**src/rtl/dmac_pkg.sv**
```systemverilog
/*
 dmac_pkg: constants and types shared by the four-channel cycle-stealing
 transfer controller and its per-channel request latch.
 Assumes a 32-bit AHB-Lite register bus and a 24-bit, 16-bit-data system bus.
*/
package dmac_pkg;
   // structure
   localparam int DMAC_CHANNELS = 4;
   localparam int ADDR_W = 24;
   localparam int CNT_W = 16;
   localparam int DATA_W = 16;
   localparam int PERIPH_N = 22;
   localparam int CFG_W = 13;
   localparam int SEL_W = 5;

   // register windows: channels two and three sit in the second bank
   localparam logic [31:0] CH_BASE [DMAC_CHANNELS] = '{
      32'h0000_0000, 32'h0000_0020, 32'h0000_0100, 32'h0000_0120};

   // register index inside a channel window (byte offset = index * 4)
   localparam logic [2:0] IDX_MODE = 3'h0;
   localparam logic [2:0] IDX_CFG = 3'h1;
   localparam logic [2:0] IDX_SRC = 3'h2;
   localparam logic [2:0] IDX_DST = 3'h3;
   localparam logic [2:0] IDX_COUNT = 3'h4;
   localparam logic [2:0] IDX_RELOAD = 3'h5;
   localparam logic [2:0] IDX_SWREQ = 3'h6;

   // transfer mode select values
   localparam logic [1:0] MODE_OFF = 2'h0;
   localparam logic [1:0] MODE_SINGLE = 2'h1;
   localparam logic [1:0] MODE_REPEAT = 2'h3;

   // configuration field positions
   localparam int CFG_WORD_BIT = 0;
   localparam int CFG_SRC_INC_BIT = 1;
   localparam int CFG_SRC8_BIT = 2;
   localparam int CFG_DST8_BIT = 3;
   localparam int CFG_SRC_WAIT_BIT = 4;
   localparam int CFG_DST_WAIT_BIT = 5;
   localparam int CFG_SEL_LSB = 8;

   // mode register read-back status positions
   localparam int STAT_ACTIVE_BIT = 16;
   localparam int STAT_REQ_BIT = 17;

   // request source select codes
   localparam logic [SEL_W-1:0] SEL_SOFT = 5'h00;
   localparam logic [SEL_W-1:0] SEL_EXT_FALL = 5'h01;
   localparam logic [SEL_W-1:0] SEL_EXT_BOTH = 5'h02;
   localparam logic [SEL_W-1:0] SEL_PERIPH0 = 5'h03;

   // reset values
   localparam logic [CFG_W-1:0] RST_CFG = 13'h0000;
   localparam logic [ADDR_W-1:0] RST_ADDR = 24'h00_0000;
   localparam logic [CNT_W-1:0] RST_CNT = 16'h0000;

   // timing, in bus clock cycles
   localparam logic [1:0] ACC_BASE_CYC = 2'h1;
   localparam logic [1:0] WAIT_EXTRA_CYC = 2'h1;

   typedef enum logic [2:0] {
      DMAC_IDLE, DMAC_ARB, DMAC_READ, DMAC_WRITE, DMAC_GAP, DMAC_HANDBACK
   } dmac_state_t;
endpackage

```
**src/rtl/dmac_req.sv**
```systemverilog
/*
 dmac_req: request latch of one channel, with source selection and edge
 detection of the channel's external request pin.
 Assumes peripheral request inputs are one-cycle pulses, synchronous to the
 clock, and the external pin is already synchronous.
*/
`timescale 1ns/10ps
module dmac_req (
   // clock and reset
   input wire logic mclk_in,
   input wire logic reset_n_in,
   // trigger sources
   input wire logic [dmac_pkg::SEL_W-1:0] sel_in,
   input wire logic ext_request_pin_in,
   input wire logic [dmac_pkg::PERIPH_N-1:0] periph_irq_in,
   input wire logic sw_set_in,
   // channel control
   input wire logic start_clr_in,
   input wire logic enabled_in,
   // latched request
   output logic req_out
);
   import dmac_pkg::*;

   logic pin_prev_q;
   logic req_q;
   logic [SEL_W-1:0] pidx;
   wire pin_fall;
   wire pin_both;
   wire periph_hit;
   wire trig;

   assign pidx = sel_in - SEL_PERIPH0;
   assign pin_fall = pin_prev_q & ~ext_request_pin_in;
   assign pin_both = pin_prev_q ^ ext_request_pin_in;
   // out-of-range codes select no peripheral or pin; a software request still sets the latch
   assign periph_hit = (sel_in >= SEL_PERIPH0) &&
      (pidx < SEL_W'(PERIPH_N)) ? periph_irq_in[pidx] : 1'b0;
   assign trig = sw_set_in | periph_hit |
      ((sel_in == SEL_EXT_FALL) & pin_fall) |
      ((sel_in == SEL_EXT_BOTH) & pin_both);

   always_ff @(posedge mclk_in or negedge reset_n_in) begin
      if (!reset_n_in) begin
         pin_prev_q <= 1'b1;
         req_q <= 1'b0;
      end else begin
         pin_prev_q <= ext_request_pin_in;
         if (!enabled_in) begin
            req_q <= 1'b0;
         end else if (trig) begin
            // a fresh trigger beats the start clear; extra ones merge
            req_q <= 1'b1;
         end else if (start_clr_in) begin
            req_q <= 1'b0;
         end
      end
   end

   assign req_out = req_q;
endmodule

```
**src/rtl/dmac_top.sv**
```systemverilog
/*
 dmac_top: four-channel cycle-stealing transfer controller with an AHB-Lite
 register slave and a simple request/grant master port on the system bus.
 Assumes the bus arbiter grants this block ahead of the processor, memory
 answers a read in the last cycle of each access, and byte data always
 travels on the low lane of the memory data bus.
*/
// The register offsets and register access over AHB-Lite were chosen for this implementation.
`timescale 1ns/10ps
module dmac_top (
   // clock and reset
   input wire logic mclk_in,
   input wire logic reset_n_in,
   // AHB-Lite register slave
   input wire logic hsel_in,
   input wire logic [31:0] haddr_in,
   input wire logic [1:0] htrans_in,
   input wire logic hwrite_in,
   input wire logic [2:0] hsize_in,
   input wire logic [31:0] hwdata_in,
   input wire logic hready_in,
   output logic [31:0] hrdata_out,
   output logic hreadyout_out,
   output logic hresp_out,
   // request sources
   input wire logic [dmac_pkg::DMAC_CHANNELS-1:0] ext_request_pin_in,
   input wire logic [dmac_pkg::PERIPH_N-1:0] periph_irq_in,
   // bus arbitration with the processor
   output logic bus_req_out,
   input wire logic bus_grant_in,
   input wire logic cpu_bus_req_in,
   input wire logic cpu_cycle_done_in,
   // system bus master
   output logic [dmac_pkg::ADDR_W-1:0] mem_addr_out,
   output logic mem_rd_out,
   output logic mem_wr_out,
   output logic mem_word_out,
   output logic [dmac_pkg::DATA_W-1:0] mem_wdata_out,
   input wire logic [dmac_pkg::DATA_W-1:0] mem_rdata_in,
   // status
   output logic [dmac_pkg::DMAC_CHANNELS-1:0] done_irq_out,
   output logic [dmac_pkg::DMAC_CHANNELS-1:0] chan_active_out,
   output logic fast_irq_avail_out
);
   import dmac_pkg::*;
   // channel registers
   logic [1:0] mode_q [DMAC_CHANNELS];
   logic [CFG_W-1:0] cfg_q [DMAC_CHANNELS];
   logic [ADDR_W-1:0] src_q [DMAC_CHANNELS];
   logic [ADDR_W-1:0] dst_q [DMAC_CHANNELS];
   logic [CNT_W-1:0] cnt_q [DMAC_CHANNELS];
   logic [CNT_W-1:0] rld_q [DMAC_CHANNELS];
   logic [DMAC_CHANNELS-1:0] req_w;
   logic [DMAC_CHANNELS-1:0] en_w;
   // bus slave state
   logic wr_pend_q;
   logic [1:0] wr_ch_q;
   logic [2:0] wr_idx_q;
   // engine state
   dmac_state_t state_q;
   logic [1:0] ch_q;
   logic beat_q;
   logic [1:0] cyc_q;
   logic [DATA_W-1:0] data_q;
   logic bus_req_q;
   logic [ADDR_W-1:0] mem_addr_q;
   logic mem_rd_q;
   logic mem_wr_q;
   logic mem_word_q;
   logic [DATA_W-1:0] mem_wdata_q;
   function automatic logic chan_enabled(input logic [1:0] m,
                                         input logic [CNT_W-1:0] c);
      return (m == MODE_REPEAT) ||
         ((m == MODE_SINGLE) && (c != RST_CNT));
   endfunction
   // returns {hit, channel, index}
   function automatic logic [5:0] reg_decode(input logic [31:0] a);
      logic [5:0] r;
      r = 6'h00;
      for (int i = 0; i < DMAC_CHANNELS; i++) begin
         if ((a[31:5] == CH_BASE[i][31:5]) && (a[1:0] == 2'h0) &&
             (a[4:2] <= IDX_SWREQ)) begin
            r = {1'b1, 2'(i), a[4:2]};
         end
      end
      return r;
   endfunction
   function automatic logic [ADDR_W-1:0] addr_step(
      input logic [ADDR_W-1:0] a, input logic word);
      // wraps inside the 16-Mbyte space
      return word ? a + 24'h00_0002 : a + 24'h00_0001;
   endfunction
   function automatic logic [1:0] acc_cycles(input logic waited);
      return waited ? ACC_BASE_CYC + WAIT_EXTRA_CYC : ACC_BASE_CYC;
   endfunction
   // AHB address phase decode
   wire ap_valid = hsel_in & htrans_in[1] & hready_in;
   wire [5:0] ap_dec = reg_decode(haddr_in);
   wire ap_hit = ap_dec[5];
   wire [1:0] ap_ch = ap_dec[4:3];
   wire [2:0] ap_idx = ap_dec[2:0];
   logic [31:0] rd_value;

   always_comb begin
      rd_value = 32'h0000_0000;
      if (ap_hit) begin
         case (ap_idx)
            IDX_MODE: begin
               rd_value[1:0] = mode_q[ap_ch];
               rd_value[STAT_ACTIVE_BIT] = en_w[ap_ch];
               rd_value[STAT_REQ_BIT] = req_w[ap_ch];
            end
            IDX_CFG: rd_value[CFG_W-1:0] = cfg_q[ap_ch];
            IDX_SRC: rd_value[ADDR_W-1:0] = src_q[ap_ch];
            IDX_DST: rd_value[ADDR_W-1:0] = dst_q[ap_ch];
            IDX_COUNT: rd_value[CNT_W-1:0] = cnt_q[ap_ch];
            IDX_RELOAD: rd_value[CNT_W-1:0] = rld_q[ap_ch];
            default: rd_value = 32'h0000_0000;
         endcase
      end
   end
   // zero-wait slave; reads sample in the address phase
   always_ff @(posedge mclk_in or negedge reset_n_in) begin
      if (!reset_n_in) begin
         hrdata_out <= 32'h0000_0000;
         hreadyout_out <= 1'b1;
         hresp_out <= 1'b0;
         wr_pend_q <= 1'b0;
         wr_ch_q <= 2'h0;
         wr_idx_q <= 3'h0;
      end else begin
         hreadyout_out <= 1'b1;
         hresp_out <= 1'b0;
         wr_pend_q <= ap_valid & hwrite_in & ap_hit;
         wr_ch_q <= ap_ch;
         wr_idx_q <= ap_idx;
         if (ap_valid && !hwrite_in) begin
            hrdata_out <= rd_value;
         end
      end
   end
   // engine decode
   logic [1:0] pick;
   logic pick_any;
   wire [CFG_W-1:0] cur_cfg = cfg_q[ch_q];
   wire cur_word = cur_cfg[CFG_WORD_BIT];
   // odd word or 8-bit side is done as two byte accesses
   wire src_split = cur_word & (cur_cfg[CFG_SRC8_BIT] | src_q[ch_q][0]);
   wire dst_split = cur_word & (cur_cfg[CFG_DST8_BIT] | dst_q[ch_q][0]);
   wire [1:0] src_cyc = acc_cycles(cur_cfg[CFG_SRC_WAIT_BIT]);
   wire [1:0] dst_cyc = acc_cycles(cur_cfg[CFG_DST_WAIT_BIT]);
   wire cyc_last = (state_q == DMAC_READ) ? (cyc_q == src_cyc - 2'h1) :
                                            (cyc_q == dst_cyc - 2'h1);
   wire unit_done = (state_q == DMAC_WRITE) && cyc_last &&
                    (beat_q == dst_split);
   wire start_w = (state_q == DMAC_ARB) && bus_grant_in && en_w[ch_q];
   wire [DATA_W-1:0] rd_merge = !src_split ?
      (cur_word ? mem_rdata_in : {8'h00, mem_rdata_in[7:0]}) :
      (beat_q ? {mem_rdata_in[7:0], data_q[7:0]} :
                {data_q[15:8], mem_rdata_in[7:0]});
   always_comb begin
      pick = 2'h0;
      pick_any = 1'b0;
      for (int i = DMAC_CHANNELS - 1; i >= 0; i--) begin
         if (req_w[i] && en_w[i]) begin
            pick = 2'(i);
            pick_any = 1'b1;
         end
      end
   end
   // per-channel request latches
   for (genvar g = 0; g < DMAC_CHANNELS; g++) begin : g_chan
      assign en_w[g] = chan_enabled(mode_q[g], cnt_q[g]);
      dmac_req u_req (
         .mclk_in(mclk_in),
         .reset_n_in(reset_n_in),
         .sel_in(cfg_q[g][CFG_SEL_LSB +: SEL_W]),
         .ext_request_pin_in(ext_request_pin_in[g]),
         .periph_irq_in(periph_irq_in),
         .sw_set_in(wr_pend_q && (wr_ch_q == 2'(g)) &&
                    (wr_idx_q == IDX_SWREQ) && hwdata_in[0]),
         .start_clr_in(start_w && (ch_q == 2'(g))),
         .enabled_in(en_w[g]),
         .req_out(req_w[g])
      );
   end
   // channel registers: a software write wins over the engine's update
   always_ff @(posedge mclk_in or negedge reset_n_in) begin
      if (!reset_n_in) begin
         for (int i = 0; i < DMAC_CHANNELS; i++) begin
            mode_q[i] <= MODE_OFF;
            cfg_q[i] <= RST_CFG;
            src_q[i] <= RST_ADDR;
            dst_q[i] <= RST_ADDR;
            cnt_q[i] <= RST_CNT;
            rld_q[i] <= RST_CNT;
         end
         done_irq_out <= '0;
      end else begin
         for (int i = 0; i < DMAC_CHANNELS; i++) begin
            done_irq_out[i] <= unit_done && (ch_q == 2'(i)) &&
                         (cnt_q[i] == 16'h0001);
            if (unit_done && (ch_q == 2'(i))) begin
               if (cfg_q[i][CFG_SRC_INC_BIT]) begin
                  src_q[i] <= addr_step(src_q[i], cfg_q[i][CFG_WORD_BIT]);
               end else begin
                  dst_q[i] <= addr_step(dst_q[i], cfg_q[i][CFG_WORD_BIT]);
               end
               if ((cnt_q[i] == 16'h0001) && (mode_q[i] == MODE_REPEAT)) begin
                  cnt_q[i] <= rld_q[i];
               end else begin
                  // zero in repeat mode wraps, giving 64K units
                  cnt_q[i] <= cnt_q[i] - 16'h0001;
               end
            end
            if (wr_pend_q && (wr_ch_q == 2'(i))) begin
               if (wr_idx_q == IDX_MODE) begin
                  mode_q[i] <= hwdata_in[1:0];
               end else if (wr_idx_q == IDX_CFG) begin
                  cfg_q[i] <= hwdata_in[CFG_W-1:0];
               end else if (wr_idx_q == IDX_SRC) begin
                  src_q[i] <= hwdata_in[ADDR_W-1:0];
               end else if (wr_idx_q == IDX_DST) begin
                  dst_q[i] <= hwdata_in[ADDR_W-1:0];
               end else if (wr_idx_q == IDX_COUNT) begin
                  cnt_q[i] <= hwdata_in[CNT_W-1:0];
               end else if (wr_idx_q == IDX_RELOAD) begin
                  rld_q[i] <= hwdata_in[CNT_W-1:0];
               end
            end
         end
      end
   end
   // transfer engine; bus_req_out changes without the grant, the memory outputs change only while it is held
   always_ff @(posedge mclk_in or negedge reset_n_in) begin
      if (!reset_n_in) begin
         state_q <= DMAC_IDLE;
         ch_q <= 2'h0;
         beat_q <= 1'b0;
         cyc_q <= 2'h0;
         data_q <= 16'h0000;
         bus_req_q <= 1'b0;
         mem_addr_q <= RST_ADDR;
         mem_rd_q <= 1'b0;
         mem_wr_q <= 1'b0;
         mem_word_q <= 1'b0;
         mem_wdata_q <= 16'h0000;
      end else begin
         case (state_q)
            DMAC_IDLE: begin
               if (pick_any) begin
                  ch_q <= pick;
                  bus_req_q <= 1'b1;
                  state_q <= DMAC_ARB;
               end
            end
            DMAC_ARB: begin
               if (!en_w[ch_q]) begin
                  bus_req_q <= 1'b0;
                  state_q <= DMAC_IDLE;
               end else if (bus_grant_in) begin
                  mem_addr_q <= src_q[ch_q];
                  mem_rd_q <= 1'b1;
                  mem_word_q <= cur_word & ~src_split;
                  beat_q <= 1'b0;
                  cyc_q <= 2'h0;
                  state_q <= DMAC_READ;
               end
            end
            DMAC_READ: begin
               if (!cyc_last) begin
                  cyc_q <= cyc_q + 2'h1;
               end else begin
                  data_q <= rd_merge;
                  cyc_q <= 2'h0;
                  if (beat_q != src_split) begin
                     beat_q <= 1'b1;
                     mem_addr_q <= src_q[ch_q] + 24'h00_0001;
                  end else begin
                     mem_rd_q <= 1'b0;
                     mem_wr_q <= 1'b1;
                     beat_q <= 1'b0;
                     mem_addr_q <= dst_q[ch_q];
                     mem_word_q <= cur_word & ~dst_split;
                     mem_wdata_q <= dst_split ? {8'h00, rd_merge[7:0]} :
                                                rd_merge;
                     state_q <= DMAC_WRITE;
                  end
               end
            end
            DMAC_WRITE: begin
               if (!cyc_last) begin
                  cyc_q <= cyc_q + 2'h1;
               end else begin
                  cyc_q <= 2'h0;
                  if (beat_q != dst_split) begin
                     beat_q <= 1'b1;
                     mem_addr_q <= dst_q[ch_q] + 24'h00_0001;
                     mem_wdata_q <= {8'h00, data_q[15:8]};
                  end else begin
                     mem_wr_q <= 1'b0;
                     bus_req_q <= 1'b0;
                     beat_q <= 1'b0;
                     state_q <= DMAC_GAP;
                  end
               end
            end
            DMAC_GAP: begin
               // wait for the arbiter to take the grant back
               if (!bus_grant_in) begin
                  state_q <= cpu_bus_req_in ? DMAC_HANDBACK : DMAC_IDLE;
               end
            end
            DMAC_HANDBACK: begin
               // a stalled processor would otherwise starve behind us
               if (cpu_cycle_done_in || !cpu_bus_req_in) begin
                  state_q <= DMAC_IDLE;
               end
            end
            default: state_q <= DMAC_IDLE;
         endcase
      end
   end

   always_ff @(posedge mclk_in or negedge reset_n_in) begin
      if (!reset_n_in) begin
         chan_active_out <= '0;
         fast_irq_avail_out <= 1'b1;
      end else begin
         chan_active_out <= en_w;
         fast_irq_avail_out <= (mode_q[2] == MODE_OFF) &&
                               (mode_q[3] == MODE_OFF);
      end
   end

   assign bus_req_out = bus_req_q;
   assign mem_addr_out = mem_addr_q;
   assign mem_rd_out = mem_rd_q;
   assign mem_wr_out = mem_wr_q;
   assign mem_word_out = mem_word_q;
   assign mem_wdata_out = mem_wdata_q;
endmodule

```
**config.mk**
```make
export PLATFORM = sky130hd
export DESIGN_NAME = dmac_top
export DESIGN_NICKNAME = d
export VERILOG_FILES = /design/src/rtl/dmac_pkg.sv /design/src/rtl/dmac_req.sv /design/src/rtl/dmac_top.sv
export SDC_FILE = /design/constraint.sdc
export NUM_CORES = 2
export LEC_CHECK = 0
export ABC_CLOCK_PERIOD_IN_PS = 7800
export BUFFER_PORTS_ARGS = -buffer_cell sky130_fd_sc_hd__buf_4
export CORE_MARGIN = 8
export CORE_UTILIZATION = 69
export CTS_BUF_LIST = sky130_fd_sc_hd__clkbuf_8
export CTS_CLUSTER_DIAMETER = 100
export DETAILED_ROUTE_END_ITERATION = 12
export GPL_TIMING_DRIVEN = 1
export PLACE_DENSITY = 0.95
export SETUP_SLACK_MARGIN = 0.02
export SLEW_MARGIN = 15
export SYNTH_ARGS = -nofsm -noshare
export SYNTH_HDL_FRONTEND = slang
export SYNTH_SLANG_ARGS = --single-unit
```
**constraint.sdc**
```tcl
create_clock -name mclk_in -period 7.8 [get_ports mclk_in]
set_input_delay 0.39 -clock mclk_in [delete_from_list [all_inputs] [get_ports mclk_in]]
set_output_delay 0.39 -clock mclk_in [all_outputs]
set_load 0.02 [all_outputs]
```
==> summary.txt <==
Logic synthesis
  • Synth cell types: 99
  • Top cells by area, synth: dfrtp_1, nand2_1, mux2_2
  • Sequential share of the synthesized area: 37.4%
  • EDFF count, synth: 0
  • Register bit total from synthesis: 495
  • Top cells by count, synth: nand2_1, dfrtp_1, o21ai_0
  • Count leader, synth: nand2_1
  • Cells after Synth: 3,720
  • Avg Inst Size Synth: 8.92 µm²
  • Top FF cell, synth: dfrtp_1
  • Leading area contributor after synthesis: dfrtp_1
  • Mapped Area: 0.0332 mm²
  • Ys async rst share: 100%
  • Post-synth top area share: 37.0%
  • Synth warnings: 0

Timing
  • Final Hold Fails: 0
  • Worst Max-Slew Pin Slew: 1.30 ns
  • Final Worst Setup Slack: 2.91 ns
  • Max-slew headroom: 12.5%
  • Fin crit period: 4.89 ns
  • Fmax: 0.204 GHz
  • Post-route clock period utilization: 62.7%
  • Setup total negative slack: 0 ns
  • Fin. max-slew vios: 0
  • Skew final: 0.0431 ns
  • Unrepaired setup endpoints after global routing: false
  • Final setup vio count: 0

Routing
  • TritonRoute pass-1 iters: 7
  • Remaining DRCs: 0
  • Drt wl/cell: 27.5 µm
  • Total number of vias: 32,900
  • Via/cell ratio: 7.35
  • Final wirelength: 123,000 µm
  • Detail Route Antenna Nets: 0
  • Initial drt markers: 5,919

Worst setup path
  • Arr. time, crit path: 5.44 ns
  • Startpoint Class: flop
  • Crit Path Class: reg2reg
  • CP max FO: 50
  • Crit end category: flop
  • Reg-to-reg setup timing slack: 2.91 ns
  • Critical Path RT: 8.35 ns

Place
  • Detail Placement HPWL: 83,500 µm
  • Port Buffer Count: 183
  • Pre-CTS setup slack: 3.22 ns
  • Post-Place Cell Area: 0.0346 mm²
  • Routability cong.: 1.07

Global route
  • Overflow after GRT: 0
  • Initial antenna violation count: 7
  • Largest net degree at the start of global routing: 173
  • First-pass GRT wire length: 187,000 µm
  • Vias in the first global route: 31,800
  • GRT Util Overall: 43.2%

Floorplan
  • Die height: 235 µm
  • Starting Density: 69.6%
  • Num ports: 206
  • Die extent in x: 235 µm
  • Die area: 0.0554 mm²
  • Row count: 80
  • Core footprint: 0.0476 mm²

Power and ir drop
  • P_leak: 14.6 nW
  • Worst vdd ir: 253 µV
  • Switching power: 3.96 mW
  • Power Density: 266 mW/mm²
  • Logic pwr share: 38.8%
  • Net switching fraction of the power: 40.7%
  • P_int: 5.77 mW
  • Register share of total power: 35.1%
  • Clock power share: 26.1%

Flow run
  • Max Cap Viol: 0

Cells and area
  • Final Instance Area: 0.0366 mm²
  • Area grow syn2layout: 10.2%
  • FILL cells: 3,126
  • Layout Nets: 3,956
  • Share of cells above drive strength 1: 17.0%

Clock network
  • Clock Sinks: 495
  • Clock Path Buffers: 3
  • CTS Root Cell: clkbuf_8
  • CTS Buf Count: 85
  • Setup repair bufs after CTS: 0
  • CTS H-tree lvls: 3
  • Worst-path clk slew: 0.07 ns
  • Worst-skew pair later-pin latency: 0.71 ns
  • TritonCTS clock tree: built

Min path
  • Hold WC Path Type: in2reg

Run status
  • Status: finished, final reports clean
[worst paths after layout]
kind	start	endpoint	depth (start not counted)
max in group asynchronous	reset_n_in	rld_q[62]	3
worst max-delay path	ch_q[1]	dst_q[15]	10
worst min-delay path	haddr_in[4]	wr_idx_q[2]	2
worst min register to register	mem_wdata_out[15]	mem_wdata_out[15]	2
min in group asynchronous	reset_n_in	mem_wdata_out[14]	2
worst max register to register	ch_q[1]	dst_q[15]	10
[sequential cells by signal, summed over array words and instances (netlist names), 2 cells and up]
name	flops
cfg_q	52
ch_q	2
chan_active_out	4
cnt_q	64
cyc_q	2
data_q	16
done_irq_out	4
dst_q	96
g_chan.u_req.pin_prev_q	4
g_chan.u_req.req_out	4
hrdata_out	24
mem_addr_out	24
mem_wdata_out	16
mode_q	8
rld_q	64
src_q	96
state_q	3
wr_ch_q	2
wr_idx_q	3
[logic make-up after synthesis]
group / share of synthesized area, %
simple gates: 18.5
fa+ha+maj: 1.58
flops: 37.4
mux: 13.9
other cells: 0.0226
compound gates: 17.3
xor+xnor: 6.50
buf+inv: 4.87
[timing repair]
action,CTS,global route
endpoints found under the hold margin,138,1
hold buffers,12,1
resized for setup,0,0
[power groups by stage]
stage | logic (mW) | registers [mW] | clock network, mW
final | 3.78 | 3.42 | 2.54
after global routing | 4.05 | 3.45 | 2.64
after CTS | 3.64 | 3.39 | 2.51
after detailed placement | 3.60 | 3.43 | 0
after global placement | 3.48 | 3.40 | 0
after floorplan | 2.54 | 3.36 | 0
[final cells by class]
cell class	instances	area, µm²	share of cell area (%)
inverters	97	364	0.996
multi-input cells	2864	19300	52.7
well taps	615	769	2.10
clock inverters	39	243	0.664
repair buffers	252	1940	5.32
diodes	5	12.5	0.0342
clock buffers	113	1560	4.25
flip-flops and latches	495	12400	33.9
[layout by cell type (no fill, tap or decap), types with 75 or more instances in the layout]
master / Yosys / layout
nand2_1: 529 / 529
dfrtp_1: 490 / 488
xnor2_1: 151 / 150
inv_1: 96 / 120
a21oi_1: 176 / 176
mux2_2: 155 / 155
buf_4: 13 / 237
mux2i_1: 75 / 75
o22ai_1: 84 / 84
o21ai_0: 343 / 343
nor2_1: 326 / 314
nand3_1: 96 / 96
xor2_1: 89 / 89
clkbuf_8: 12 / 113
[critical path, cell delays in order (launching register included)]
cell       delay (ns)
dfrtp_2          0.52
buf_4            0.77
mux4_2           0.56
o21ai_4          0.37
xnor2_4          0.22
a2111oi_4        0.90
buf_4            0.42
and2_1           0.49
nand3_1          0.16
xor2_1           0.20
o21ai_1          0.08
[metrics by stage]
stage / total power, mW / util, % / instances / hold WS, ns
6_report: 9.74 / 76.8 / 4480 / 0.0300
5_1_grt: 10.1 / 76.7 / 4478 / 0.0397
4_1_cts: 9.54 / 76.7 / 4474 / 0.00594
3_5_place_dp: 7.02 / 72.6 / 4310 / 0.468
3_3_place_gp: 6.89 / 72.6 / 4310 / 0.463
2_1_floorplan: 5.90 / - / 3728 / 0.0944
[routing by layer]
metal  up-vias  wire length (µm)  track usage [%]
li1      13600                 -                -
met1     15400             40600             52.1
met2      3105             50600             61.7
met3       796             21400             19.5
met4         4             10500             29.1
met5         -                44                0
No activity file was read; power rests on OpenSTA's default activity.
